`config.mk`:
```
export PLATFORM = sky130hd
export DESIGN_NAME = period_timer_with_hw_limit
export DESIGN_NICKNAME = d
export VERILOG_FILES = /design/src/common/period_timer_pkg.sv /design/src/design/timer_prescaler.sv /design/src/design/timer_postscaler.sv /design/src/design/period_timer_with_hw_limit.sv
export SDC_FILE = /design/constraint.sdc
export NUM_CORES = 1
export LEC_CHECK = 0
export ABC_AREA = 1
export BUFFER_PORTS_ARGS = -buffer_cell sky130_fd_sc_hd__buf_2
export CAP_MARGIN = 20
export CELL_PAD_IN_SITES_DETAIL_PLACEMENT = 1
export CELL_PAD_IN_SITES_GLOBAL_PLACEMENT = 1
export CORE_ASPECT_RATIO = 0.7
export CORE_MARGIN = 2
export CORE_UTILIZATION = 36
export CTS_BUF_LIST = sky130_fd_sc_hd__clkbuf_16
export CTS_CLUSTER_SIZE = 24
export DETAILED_ROUTE_END_ITERATION = 8
export PLACE_DENSITY = 0.78
export RECOVER_POWER = 25
export SETUP_SLACK_MARGIN = 0.4
export SYNTH_ARGS = -nofsm -noshare
export SYNTH_HDL_FRONTEND = slang
export SYNTH_SLANG_ARGS = --single-unit
```
`constraint.sdc`:
```
create_clock -name clk -period 3.94 [get_ports clk]
set_input_delay 0.197 -clock clk [delete_from_list [all_inputs] [get_ports clk]]
set_output_delay 0.197 -clock clk [all_outputs]
set_load 0.005 [all_outputs]
```
`src/common/period_timer_pkg.sv`:
```
/*
 * Constants, mode encodings and carrier structs for the 8-bit period timer.
 * Assumes a single 125 MHz clock domain; all inputs synchronous to it.
 */
package period_timer_pkg;
	// ---------------------------------------------------------------
	// widths and reset values
	// ---------------------------------------------------------------
	localparam int COUNT_W = 8;
	localparam int PRE_W = 7;
	localparam int POST_W = 4;
	localparam int MODE_W = 5;
	localparam int SRC_W = 4;
	localparam int SRC_N = 16;
	localparam logic [COUNT_W-1:0] COUNT_RESET = 8'h00;
	localparam logic [COUNT_W-1:0] LIMIT_RESET = 8'hFF;
	localparam logic [COUNT_W-1:0] COUNT_ONE = 8'h01;
	localparam logic [PRE_W-1:0] PRE_ZERO = 7'h00;
	localparam logic [PRE_W-1:0] PRE_ONE = 7'h01;
	localparam logic [POST_W-1:0] POST_ZERO = 4'h0;
	localparam logic [POST_W-1:0] POST_ONE = 4'h1;
	// level reset acts after this many timer ticks of steady level
	localparam logic [1:0] LEVEL_DELAY = 2'h2;
	localparam logic [1:0] LEVEL_ZERO = 2'h0;
	localparam logic [1:0] LEVEL_ONE = 2'h1;

	// ---------------------------------------------------------------
	// mode field layout
	// ---------------------------------------------------------------
	localparam logic [1:0] GRP_FREE = 2'h0;
	localparam logic [1:0] GRP_ONESHOT = 2'h1;
	localparam logic [1:0] GRP_MONO = 2'h2;
	localparam logic [1:0] GRP_RSVD = 2'h3;

	typedef enum logic [1:0] {
		TRIG_NONE,
		TRIG_RISE,
		TRIG_FALL,
		TRIG_ANY
	} trig_e;

	typedef struct packed {
		logic run;
		logic [MODE_W-1:0] mode;
		logic [2:0] prescale;
		logic [POST_W-1:0] postscale;
		logic [SRC_W-1:0] source;
		logic irqEnable;
	} ctrl_s;

	typedef struct packed {
		logic countWrite;
		logic [COUNT_W-1:0] countData;
		logic limitWrite;
		logic [COUNT_W-1:0] limitData;
		logic ctrlWrite;
		logic runClear;
		logic flagClear;
	} sw_s;
endpackage : period_timer_pkg

```
`src/design/timer_prescaler.sv`:
```
/*
 * Prescaler: divides the incoming clock by 2**select, select 0..7 (1:1..1:128).
 * Assumes clr is pulsed whenever the prescaler must restart its count.
 */
`timescale 1ns/100ps
module timer_prescaler (
	input wire logic clk,
	input wire logic rst_b,
	input wire logic clr,
	input wire logic [2:0] select,
	output logic tick
);
	logic [period_timer_pkg::PRE_W-1:0] preCount;
	logic [period_timer_pkg::PRE_W-1:0] preMask;

	assign preMask = period_timer_pkg::PRE_W'((8'h01 << select) - 8'h01);
	assign tick = ((preCount & preMask) == preMask) && !clr;

	always_ff @(posedge clk or negedge rst_b) begin
		if (!rst_b) begin
			preCount <= period_timer_pkg::PRE_ZERO;
		end else if (clr) begin
			preCount <= period_timer_pkg::PRE_ZERO;
		end else begin
			preCount <= preCount + period_timer_pkg::PRE_ONE;
		end
	end
endmodule : timer_prescaler

```
`src/design/timer_postscaler.sv`:
```
/*
 * Postscaler: counts period matches and pulses on the selected ratio.
 * Assumes match is high for one tick-qualified clock per period event.
 */
`timescale 1ns/100ps
module timer_postscaler (
	input wire logic clk,
	input wire logic rst_b,
	input wire logic clr,
	input wire logic match,
	input wire logic [period_timer_pkg::POST_W-1:0] select,
	output logic pulse
);
	logic [period_timer_pkg::POST_W-1:0] postCount;
	logic hit;

	// select n means a ratio of 1:(n+1)
	assign hit = match && (postCount == select);

	always_ff @(posedge clk or negedge rst_b) begin
		if (!rst_b) begin
			postCount <= period_timer_pkg::POST_ZERO;
		end else if (clr || hit) begin
			postCount <= period_timer_pkg::POST_ZERO;
		end else if (match) begin
			postCount <= postCount + period_timer_pkg::POST_ONE;
		end
	end

	always_ff @(posedge clk or negedge rst_b) begin
		if (!rst_b) begin
			pulse <= 1'b0;
		end else begin
			pulse <= hit && !clr;
		end
	end
endmodule : timer_postscaler

```
`src/design/period_timer_with_hw_limit.sv`:
```
/*
 * Top of the 8-bit period timer with hardware limit modes.
 * Assumes software strobes arrive as one-cycle pulses on swCmd.
 */
// Summary of operation
// - count advances per prescaled tick when permitted
// - match with limit pulses, reloads zero next
// - reset clears count, limit goes all ones
// - scalers cleared on count and control writes, reset, ext reset
// - postscaler pulse one clock wide, then clears, except free modes at 1:1 with limit and postscale zero
// - one-shot clears run bit at match
// - one-shot stops count at zero, run cleared
// - monostable stops at zero, run kept
// - gate holds count, resumes from held value
// - source select and five-bit mode steer input
// - debug freeze ignores external triggers
// - free modes 000-010 software and hardware gates
// - free modes 011-111 edge and level resets
// - one-shot 000-011 software or edge start
// - one-shot 100-111 edge start with reset
// - monostable 001-011 edge start, 000 reserved
// - level one-shot 10110, 10111; others reserved
// - edge modes need fresh edge after rerun
// - interrupt flag on postscale match, enable gated
// - flag set after sync delay, software clears
// - count and limit are eight bits
// - prescaler ratio one to one twenty-eight
// - level reset acts two ticks after active
// - level reset ignored while run clear
`timescale 1ns/100ps
module period_timer_with_hw_limit (
	input wire logic clk,
	input wire logic rst_b,
	input wire period_timer_pkg::ctrl_s ctrl,
	input wire period_timer_pkg::sw_s swCmd,
	input wire logic [period_timer_pkg::SRC_N-1:0] ext_reset_sources,
	input wire logic debugFreeze,
	output logic [period_timer_pkg::COUNT_W-1:0] period_count,
	output logic [period_timer_pkg::COUNT_W-1:0] period_limit,
	output logic timer_run_bit,
	output logic postscaled_pulse,
	output logic period_irq_flag,
	output logic period_irq
);
	// ---------------------------------------------------------------
	// mode decode
	// ---------------------------------------------------------------
	logic [1:0] grp;
	logic [2:0] sub;
	logic reserved;
	logic gateNeed;
	logic gatePol;
	logic levelReset;
	logic levelPol;
	logic stopAtMatch;
	logic clearRunAtMatch;
	logic needStart;
	logic levelStart;
	period_timer_pkg::trig_e startTrig;
	period_timer_pkg::trig_e resetTrig;

	assign grp = ctrl.mode[4:3];
	assign sub = ctrl.mode[2:0];

	always_comb begin
		reserved = 1'b0;
		gateNeed = 1'b0;
		gatePol = 1'b0;
		levelReset = 1'b0;
		levelPol = 1'b0;
		stopAtMatch = 1'b0;
		clearRunAtMatch = 1'b0;
		needStart = 1'b0;
		levelStart = 1'b0;
		startTrig = period_timer_pkg::TRIG_NONE;
		resetTrig = period_timer_pkg::TRIG_NONE;
		case (grp)
			period_timer_pkg::GRP_FREE: begin
				case (sub)
					3'h1: begin gateNeed = 1'b1; gatePol = 1'b1; end
					3'h2: begin gateNeed = 1'b1; gatePol = 1'b0; end
					3'h3: resetTrig = period_timer_pkg::TRIG_ANY;
					3'h4: resetTrig = period_timer_pkg::TRIG_RISE;
					3'h5: resetTrig = period_timer_pkg::TRIG_FALL;
					3'h6: begin levelReset = 1'b1; levelPol = 1'b0; end
					3'h7: begin levelReset = 1'b1; levelPol = 1'b1; end
					default: ;
				endcase
			end
			period_timer_pkg::GRP_ONESHOT: begin
				stopAtMatch = 1'b1;
				clearRunAtMatch = 1'b1;
				needStart = (sub != 3'h0);
				case (sub)
					3'h1: startTrig = period_timer_pkg::TRIG_RISE;
					3'h2: startTrig = period_timer_pkg::TRIG_FALL;
					3'h3: startTrig = period_timer_pkg::TRIG_ANY;
					3'h4: begin
						startTrig = period_timer_pkg::TRIG_RISE;
						resetTrig = period_timer_pkg::TRIG_RISE;
					end
					3'h5: begin
						startTrig = period_timer_pkg::TRIG_FALL;
						resetTrig = period_timer_pkg::TRIG_FALL;
					end
					3'h6: begin
						startTrig = period_timer_pkg::TRIG_RISE;
						levelReset = 1'b1;
						levelPol = 1'b0;
					end
					3'h7: begin
						startTrig = period_timer_pkg::TRIG_FALL;
						levelReset = 1'b1;
						levelPol = 1'b1;
					end
					default: ;
				endcase
			end
			period_timer_pkg::GRP_MONO: begin
				case (sub)
					3'h1, 3'h2, 3'h3: begin
						stopAtMatch = 1'b1;
						needStart = 1'b1;
						startTrig = (sub == 3'h1) ? period_timer_pkg::TRIG_RISE :
							(sub == 3'h2) ? period_timer_pkg::TRIG_FALL :
							period_timer_pkg::TRIG_ANY;
					end
					3'h6, 3'h7: begin
						stopAtMatch = 1'b1;
						clearRunAtMatch = 1'b1;
						needStart = 1'b1;
						levelStart = 1'b1;
						levelReset = 1'b1;
						levelPol = sub[0];
					end
					default: reserved = 1'b1;
				endcase
			end
			default: reserved = 1'b1;
		endcase
	end

	// ---------------------------------------------------------------
	// external input select and edge detection
	// ---------------------------------------------------------------
	logic extIn;
	logic extPrev;
	logic rise;
	logic fall;
	logic startEdge;
	logic resetEdge;
	logic levelActive;
	logic [1:0] levelCount;
	logic levelHit;

	assign extIn = ext_reset_sources[ctrl.source];

	always_ff @(posedge clk or negedge rst_b) begin
		if (!rst_b) begin
			extPrev <= 1'b0;
		end else begin
			extPrev <= extIn;
		end
	end

	// freeze masks every trigger, edges and levels alike
	assign rise = extIn && !extPrev && !debugFreeze;
	assign fall = !extIn && extPrev && !debugFreeze;

	function automatic logic trigHit(period_timer_pkg::trig_e t, logic r, logic f);
		case (t)
			period_timer_pkg::TRIG_RISE: trigHit = r;
			period_timer_pkg::TRIG_FALL: trigHit = f;
			period_timer_pkg::TRIG_ANY: trigHit = r || f;
			default: trigHit = 1'b0;
		endcase
	endfunction : trigHit

	assign startEdge = trigHit(startTrig, rise, fall);
	assign resetEdge = trigHit(resetTrig, rise, fall) && timer_run_bit;

	// level reset ignored while stopped by software
	assign levelActive = levelReset && timer_run_bit && !debugFreeze &&
		(extIn == levelPol);

	// ---------------------------------------------------------------
	// prescaler and tick
	// ---------------------------------------------------------------
	logic tick;
	logic scalerClear;
	logic hwReset;
	logic match;

	localparam logic [1:0] LEVEL_DELAY_L = period_timer_pkg::LEVEL_DELAY;
	assign levelHit = levelActive && (levelCount == LEVEL_DELAY_L);

	always_ff @(posedge clk or negedge rst_b) begin
		if (!rst_b) begin
			levelCount <= period_timer_pkg::LEVEL_ZERO;
		end else if (!levelActive) begin
			levelCount <= period_timer_pkg::LEVEL_ZERO;
		end else if (tick && levelCount != LEVEL_DELAY_L) begin
			levelCount <= levelCount + period_timer_pkg::LEVEL_ONE;
		end
	end

	assign hwReset = resetEdge || levelHit;
	assign scalerClear = swCmd.countWrite || swCmd.ctrlWrite || hwReset;

	timer_prescaler u_prescaler (
		.clk(clk),
		.rst_b(rst_b),
		.clr(scalerClear),
		.select(ctrl.prescale),
		.tick(tick)
	);

	// ---------------------------------------------------------------
	// start qualification and run bit
	// ---------------------------------------------------------------
	logic armed;
	logic gateOk;
	logic counting;

	// armed marks a started cycle; dropped when run clears so a fresh edge is needed
	always_ff @(posedge clk or negedge rst_b) begin
		if (!rst_b) begin
			armed <= 1'b0;
		end else if (!timer_run_bit || reserved) begin
			armed <= 1'b0;
		end else if (tick && match && stopAtMatch) begin
			armed <= 1'b0;
		end else if (startEdge || (levelStart && extIn == !levelPol && !debugFreeze)) begin
			armed <= 1'b1;
		end
	end

	assign gateOk = !gateNeed || (extIn == gatePol);
	assign counting = timer_run_bit && !reserved && gateOk &&
		(!needStart || armed) && !levelActive;

	// software set, hardware clears in one-shot; hardware clear wins
	always_ff @(posedge clk or negedge rst_b) begin
		if (!rst_b) begin
			timer_run_bit <= 1'b0;
		end else if (tick && counting && match && clearRunAtMatch) begin
			timer_run_bit <= 1'b0;
		end else if (swCmd.runClear) begin
			timer_run_bit <= 1'b0;
		end else if (swCmd.ctrlWrite) begin
			timer_run_bit <= ctrl.run;
		end
	end

	// ---------------------------------------------------------------
	// count and limit
	// ---------------------------------------------------------------
	assign match = (period_count == period_limit);

	always_ff @(posedge clk or negedge rst_b) begin
		if (!rst_b) begin
			period_count <= period_timer_pkg::COUNT_RESET;
		end else if (swCmd.countWrite) begin
			period_count <= swCmd.countData;
		end else if (hwReset) begin
			period_count <= period_timer_pkg::COUNT_RESET;
		end else if (tick && counting) begin
			if (match) begin
				period_count <= period_timer_pkg::COUNT_RESET;
			end else begin
				period_count <= period_count + period_timer_pkg::COUNT_ONE;
			end
		end
	end

	always_ff @(posedge clk or negedge rst_b) begin
		if (!rst_b) begin
			period_limit <= period_timer_pkg::LIMIT_RESET;
		end else if (swCmd.limitWrite) begin
			period_limit <= swCmd.limitData;
		end
	end

	// ---------------------------------------------------------------
	// postscaler and interrupt flag
	// ---------------------------------------------------------------
	logic postPulse;
	logic flagSync;

	timer_postscaler u_postscaler (
		.clk(clk),
		.rst_b(rst_b),
		.clr(scalerClear),
		.match(tick && counting && match),
		.select(ctrl.postscale),
		.pulse(postPulse)
	);

	// pulse lasts one clock, except free modes at 1:1 with limit and postscale zero; widened to a tick would need a second latch
	assign postscaled_pulse = postPulse;

	// one-stage sync delay stands for the instruction-clock resync
	always_ff @(posedge clk or negedge rst_b) begin
		if (!rst_b) begin
			flagSync <= 1'b0;
		end else begin
			flagSync <= postPulse;
		end
	end

	// set wins over a clear in the same cycle
	always_ff @(posedge clk or negedge rst_b) begin
		if (!rst_b) begin
			period_irq_flag <= 1'b0;
		end else if (flagSync) begin
			period_irq_flag <= 1'b1;
		end else if (swCmd.flagClear) begin
			period_irq_flag <= 1'b0;
		end
	end

	assign period_irq = period_irq_flag && ctrl.irqEnable;

	// ---------------------------------------------------------------
	// assertions
	// ---------------------------------------------------------------
	a_count_reload: assert property (@(posedge clk) disable iff (!rst_b)
		(tick && counting && match && !swCmd.countWrite && !hwReset)
		|=> period_count == period_timer_pkg::COUNT_RESET)
		else $error("count did not reload after match");
	a_count_step: assert property (@(posedge clk) disable iff (!rst_b)
		(tick && counting && !match && !swCmd.countWrite && !hwReset)
		|=> period_count == $past(period_count) + period_timer_pkg::COUNT_ONE)
		else $error("count did not step");
	a_count_hold: assert property (@(posedge clk) disable iff (!rst_b)
		(!counting && !swCmd.countWrite && !hwReset) |=> $stable(period_count))
		else $error("count moved while halted");
	a_oneshot_run: assert property (@(posedge clk) disable iff (!rst_b)
		(tick && counting && match && clearRunAtMatch) |=> !timer_run_bit)
		else $error("run bit not cleared at match");
	a_mono_run: assert property (@(posedge clk) disable iff (!rst_b)
		(tick && counting && match && grp == period_timer_pkg::GRP_MONO && !sub[2]
		&& !swCmd.runClear && !swCmd.ctrlWrite) |=> timer_run_bit)
		else $error("monostable lost run bit");
	a_reserved_stop: assert property (@(posedge clk) disable iff (!rst_b)
		reserved && !swCmd.countWrite |=> $stable(period_count) && !postscaled_pulse)
		else $error("reserved mode counting");
	a_freeze_edges: assert property (@(posedge clk) disable iff (!rst_b)
		debugFreeze |-> !hwReset && !startEdge)
		else $error("trigger seen in freeze");
	a_flag_set: assert property (@(posedge clk) disable iff (!rst_b)
		postPulse |-> ##[1:2] period_irq_flag)
		else $error("flag not set after pulse");
	a_pulse_single: assert property (@(posedge clk) disable iff (!rst_b)
		postscaled_pulse && ctrl.prescale != 3'h0 |=> !postscaled_pulse)
		else $error("postscaled pulse too wide");
	a_scaler_clear: assert property (@(posedge clk) disable iff (!rst_b)
		swCmd.ctrlWrite |-> !tick ##1 !postscaled_pulse)
		else $error("scaler not cleared on write");
	c_oneshot_done: cover property (@(posedge clk) disable iff (!rst_b)
		timer_run_bit && clearRunAtMatch ##[1:300] !timer_run_bit);
	c_hw_reset: cover property (@(posedge clk) disable iff (!rst_b) hwReset);
	c_irq: cover property (@(posedge clk) disable iff (!rst_b) period_irq);
endmodule : period_timer_with_hw_limit

```
[Word-level counts from Yosys, hierarchy flattened]
Cells that the tools add are included.
Word-level totals
  bits in registers: 35
  input bits: 58
  word-level logic and storage cells: 147
Cells by class
  add/subtract/negate cells: 5
  order comparisons: 1
  eq/ne operators: 24
  shift operators: 1
  mux-type cells: 45
  bitwise gates (word level): 1
  reductions and logical operators: 59
Operators with widths (count)
  $mux W8: 4
  $logic_and A1 B1 Y1: 25
  $mux W1: 21
  $eq A2 B2 Y1 const B: 6
  $eq A3 B3 Y1 const B: 4
  $pmux W2 S2: 3
  $pmux W2 S3: 2
  $reduce_bool A3 Y1: 4
  $reduce_or A3 Y1: 4
  $logic_not A1 Y1: 10
  $pmux W1 S2: 5
  $logic_or A1 B1 Y1: 9
  $add A8 B1 Y8 const B: 1
  $eq A8 B8 Y1: 1
  $mux W2: 4
  $mux W4: 2
  $add A7 B1 Y7 const B: 1
  $and A7 B7 Y7: 1
  $eq A7 B7 Y1: 1
  $mux W7: 1
  $shl A1 B3 Y7 const A: 1
  $sub A7 B1 Y7 const B: 1
  $eq A2 B1 Y1 const B: 3
  $eq A3 B2 Y1 const B: 2
  14 further kinds: 20

[Longest topological paths before layout]
  depth after elaboration: 17
  mapped depth: 17

[By module]
Synthesis repeated with hierarchy kept, for this count alone.
Second synthesis, totals
  cells, all modules: 415
  area total of the unflattened synthesis: 2867.8 um2
By module, submodules not included
  period_timer_with_hw_limit: times used 1, cells an instance 308, area each 2089.5 um2
  timer_prescaler: times used 1, cells an instance 69, area each 485.5 um2
  timer_postscaler: times used 1, cells an instance 38, area each 292.8 um2

[Least setup slack after synthesis]
No wires, ideal clock.
  kind: register -> register
  start point: reg period_limit[1] (netlist bit)
  end point: reg u_postscaler.postCount[0] (netlist bit)
  arrival: 1.708 ns
  path slack: 2.113 ns
  stages on the path, launching flop included: 10
  period minus slack after synthesis: 1.827 ns
  cell sequence: dfstp_2 > inv_1 > nand2_1 > nand4_1 > nor4_1 > inv_1 > nor3_4 > nor2_1 > nand2_1 > nand2_1
Between the ends
  cells in the longest elaborated chain, start to end: 5
RTL lines
  from (decl): line period_timer_with_hw_limit.sv:39  | output logic [period_timer_pkg::COUNT_W-1:0] period_limit,
  from (signal assigned): line period_timer_with_hw_limit.sv:278  | period_limit <= period_timer_pkg::LIMIT_RESET;
  from (signal assigned): line period_timer_with_hw_limit.sv:280  | period_limit <= swCmd.limitData;
  $eq A8 B8 Y1 (*): line period_timer_with_hw_limit.sv:258  | assign match = (period_count == period_limit);
  $logic_and A1 B1 Y1 (*): line period_timer_with_hw_limit.sv:294  | .match(tick && counting && match),
  $logic_and A1 B1 Y1: line timer_postscaler.sv:18  | assign hit = match && (postCount == select);
  $logic_or A1 B1 Y1: line timer_postscaler.sv:23  | end else if (clr || hit) begin
  $mux W4 / $reduce_bool A2 Y1 (equally long branches)
  to (signal assigned): line timer_postscaler.sv:22  | postCount <= period_timer_pkg::POST_ZERO;
  to (signal assigned): line timer_postscaler.sv:24  | postCount <= period_timer_pkg::POST_ZERO;
  to (signal assigned): line timer_postscaler.sv:26  | postCount <= postCount + period_timer_pkg::POST_ONE;
  to (decl): line timer_postscaler.sv:14  | logic [period_timer_pkg::POST_W-1:0] postCount;
Every way passes the cells marked *; elsewhere a longest branch is shown, timed or not.
A chain may end at the register's enable or synchronous reset.

[Worst setup path in the final report]
  start point: reg period_limit[1] (netlist bit)
  end point: reg u_postscaler.postCount[1] (netlist bit)
The elaborated chain is that of the path after synthesis.

==> reports/metrics.yaml <==
synthesis:
  synth_top_area_cell: "dfrtp_1"
  synth_top_area_share: 0.269
  seq_area_frac_synth: 0.352
  postSynthAreaPerCell_um2: 7.16
  synth_nets: 417
  synth_cell_types: 41
  synth_cells: 351
  netlist_area_um2: 2510
  ys_top_cells_by_area: "dfrtp_1 (27%), nand2_1 (14%), inv_1 (9.1%), dfstp_2 (8.4%), nand3_1 (4.8%)"
  yosysWarnings: 0
  ys_ff_latch: 35
detailed_routing:
  routed_wirelength_um: 6980
  antenna_left: 0
  drt_iter0_markers: 73
  first_pass_iters: 4
  route.detailed.drc: 0
  avgViaCountPerCell: 4.80
  vias: 2523
  wire_per_inst_um: 13.3
die:
  die_h_um: 73.9
  coreArea_um2: 6760
  initial_core_util: 0.372
  die_w_um: 104
  placementRows: 25
  num_io_pins: 78
  die_area_um2: 7680
pwr:
  vdd.ir_drop.worst_mv: 0.153
  p_seq_frac: 0.417
  internal_power_mw: 0.701
  switching_share: 0.292
  p_clk_frac: 0.369
  comb_power_share: 0.214
  p_per_area_nw_per_um2: 317
  p_leak_nw: 1.67
  p_sw_mw: 0.289
global_routing:
  grt_max_degree: 36
  busiest_layer: "met2"
  grt_pass1_wl_um: 12100
  antenna_found_initial: 0
  grt_overflow: 0
  grtUsageMet2: 0.320
  grt_pass1_vias: 2549
  met1_usage: 0.262
  met3_usage: 0.0444
  grt_util_all_layers: 0.197
setup_path:
  crit_cells: 9
  start_kind: "flip-flop"
  cp-startpoint: "period_limit[1]"
  r2r-start: "period_limit[1]"
  cp_num_buf_inv: 2
  path_class: "flip-flop to flip-flop"
  crit_required_ps: 4110
  reg2reg_slack_ps: 1700
  cp-endpoint: "u_postscaler.postCount[1]"
  crit_family: "simple AND/OR/NAND/NOR gates"
  crit_top_cell: "nand2_1"
  cp_max_fo: 5
  rr_worst_depth: 9
  rr_endpoint: "u_postscaler.postCount[1]"
  slowest_delay_ps: 540
  slowest_stage: "dfstp_2"
  critPathCaptureType: "flip-flop"
  cp_cell_sequence: "inv_1 > nand2_1 > nand4_1 > nor4_1 > inv_1 > nor3_4 > nor2_1 > nand2_1 > nand2_1"
  crit_arrival_ps: 2400
clock_network:
  cts.path.max_buffers: 2
  ctsHoldBuffers: 0
  clk_latency_ps: 280
  cts_num_sinks: 35
  cts-htree-levels: 2
  post_cts.repair.setup_buffers: 0
  tritoncts: "done"
  root_buffer: "clkbuf_16"
  ctsResizeCount: 0
  cts_buffers: 5
  clkTransAtPathRegs_ps: 50
status:
  run_status: "finished, violations left"
  failed_checks: "max-capacitance violations, max-slew violations"
final_layout:
  layout-drive-gt1-share: 0.252
  n_fill_cell: 944
  fin_util: 0.462
  area_growth_pct: 24.2
  nNetsFinal: 497
  final-seq-area_um2: 886
  multi_input_area_um2: 1360
  antenna_cells: 0
timing:
  worst_slew_pin_slew_ps: 1890
  final_hold_viol_count: 0
  setup_violations: 0
  period_share: 0.568
  rsz0062_at_grt: "false"
  hold_slack_ps: 105
  fmax_mhz: 447
  skew_ps: 5.22
  layout_min_cycle_time_ps: 2240
  slew_headroom: -0.262
  slew_viol_final: 36
  tns_ps: 0
place:
  hpwl_um: 5600
  numPortBuffers: 77
  gp_congestion: 0.891
min_path:
  hp-start: "swCmd[0]"
  hp-class: "input port to flip-flop"
run:
  cap_violations: 1
per-layer routing:
metal  routed length [um]  vias up
met5                    0        -
met4                  113        0
met3                  299       10
met2                 3170       42
met1                 3400     1192
li1                     -     1279
sequential cells by signal, summed over array words and instances (netlist names):
name / flops
period_irq_flag: 1
extPrev: 1
levelCount: 2
u_postscaler.pulse: 1
armed: 1
u_postscaler.postCount: 4
timer_run_bit: 1
u_prescaler.preCount: 7
period_count: 8
period_limit: 8
flagSync: 1
worst min-delay path by stage:
stage | to | slack, ps | cells past startpoint
2_1_floorplan | armed | -100 | 0
3_3_place_gp | period_irq_flag | 320 | 1
3_5_place_dp | period_irq_flag | 340 | 1
4_1_cts | period_count[6] | 40 | 1
5_1_grt | period_irq_flag | 100 | 2
6_report | period_irq_flag | 110 | 2
synth_stat cells, drive strengths merged:
master / n
nand4: 10
o21a: 1
nor4: 3
o31ai: 1
a31oi: 2
a21oi: 6
clkbuf: 1
o311ai: 1
ha: 8
o211ai: 3
dfstp: 8
nand3b: 1
inv: 62
xnor2: 8
or2: 3
o22ai: 1
a211oi: 1
a21boi: 1
nand3: 28
o21bai: 1
nand2: 103
dfrtp: 27
nor3: 7
o21ai: 28
and2: 1
buf: 3
xor2: 6
nor2: 26
cell usage in the layout (no fill, tap or decap), types with 6 or more instances in the layout:
master,instances
nand3_1,24
ha_1,8
dfstp_2,8
nor2_1,24
xor2_1,6
nand4_1,9
a21oi_1,6
dfrtp_1,27
o21ai_0,18
inv_1,62
xnor2_1,8
nor3_1,6
nand2_1,97
o21ai_1,9
buf_2,76
layout make-up:
type | instances | area share
Multi-Input combinational cell | 250 | 0.436
Sequential cell | 35 | 0.284
Timing Repair Buffer | 77 | 0.123
Inverter | 62 | 0.0754
Clock buffer | 5 | 0.0401
Tap cell | 94 | 0.0377
Clock inverter | 3 | 0.00361
cells by family after synthesis:
kind of cell               after synthesis  share of synthesized area
adders and majority gates                8                     0.0398
xor gates and xnor gates                14                     0.0488
and+or+nand+nor                        182                      0.341
buffers and inverters                   66                      0.106
DFF                                     35                      0.352
AOI/OAI and AO/OA                       46                      0.113
power by group through the flow:
stage | combinational (mW) | sequential [mW] | clock, mW
finish | 0.212 | 0.413 | 0.366
global route | 0.242 | 0.417 | 0.397
CTS | 0.215 | 0.413 | 0.379
detailed placement | 0.212 | 0.418 | 0
global placement | 0.205 | 0.418 | 0
floorplan | 0.121 | 0.416 | 0
stage by stage:
step / std cells / total power, mW / area [um2] / worst slack [ps]
after global placement: 518 / 0.623 / 2990 / 1700
after global routing: 526 / 1.06 / 3120 / 1520
after CTS: 526 / 1.01 / 3120 / 1650
after floorplan: 351 / 0.536 / 2510 / 2110
after detailed placement: 518 / 0.631 / 2990 / 1660
final: 526 / 0.990 / 3120 / 1700
(Power assumes the default switching activity.)
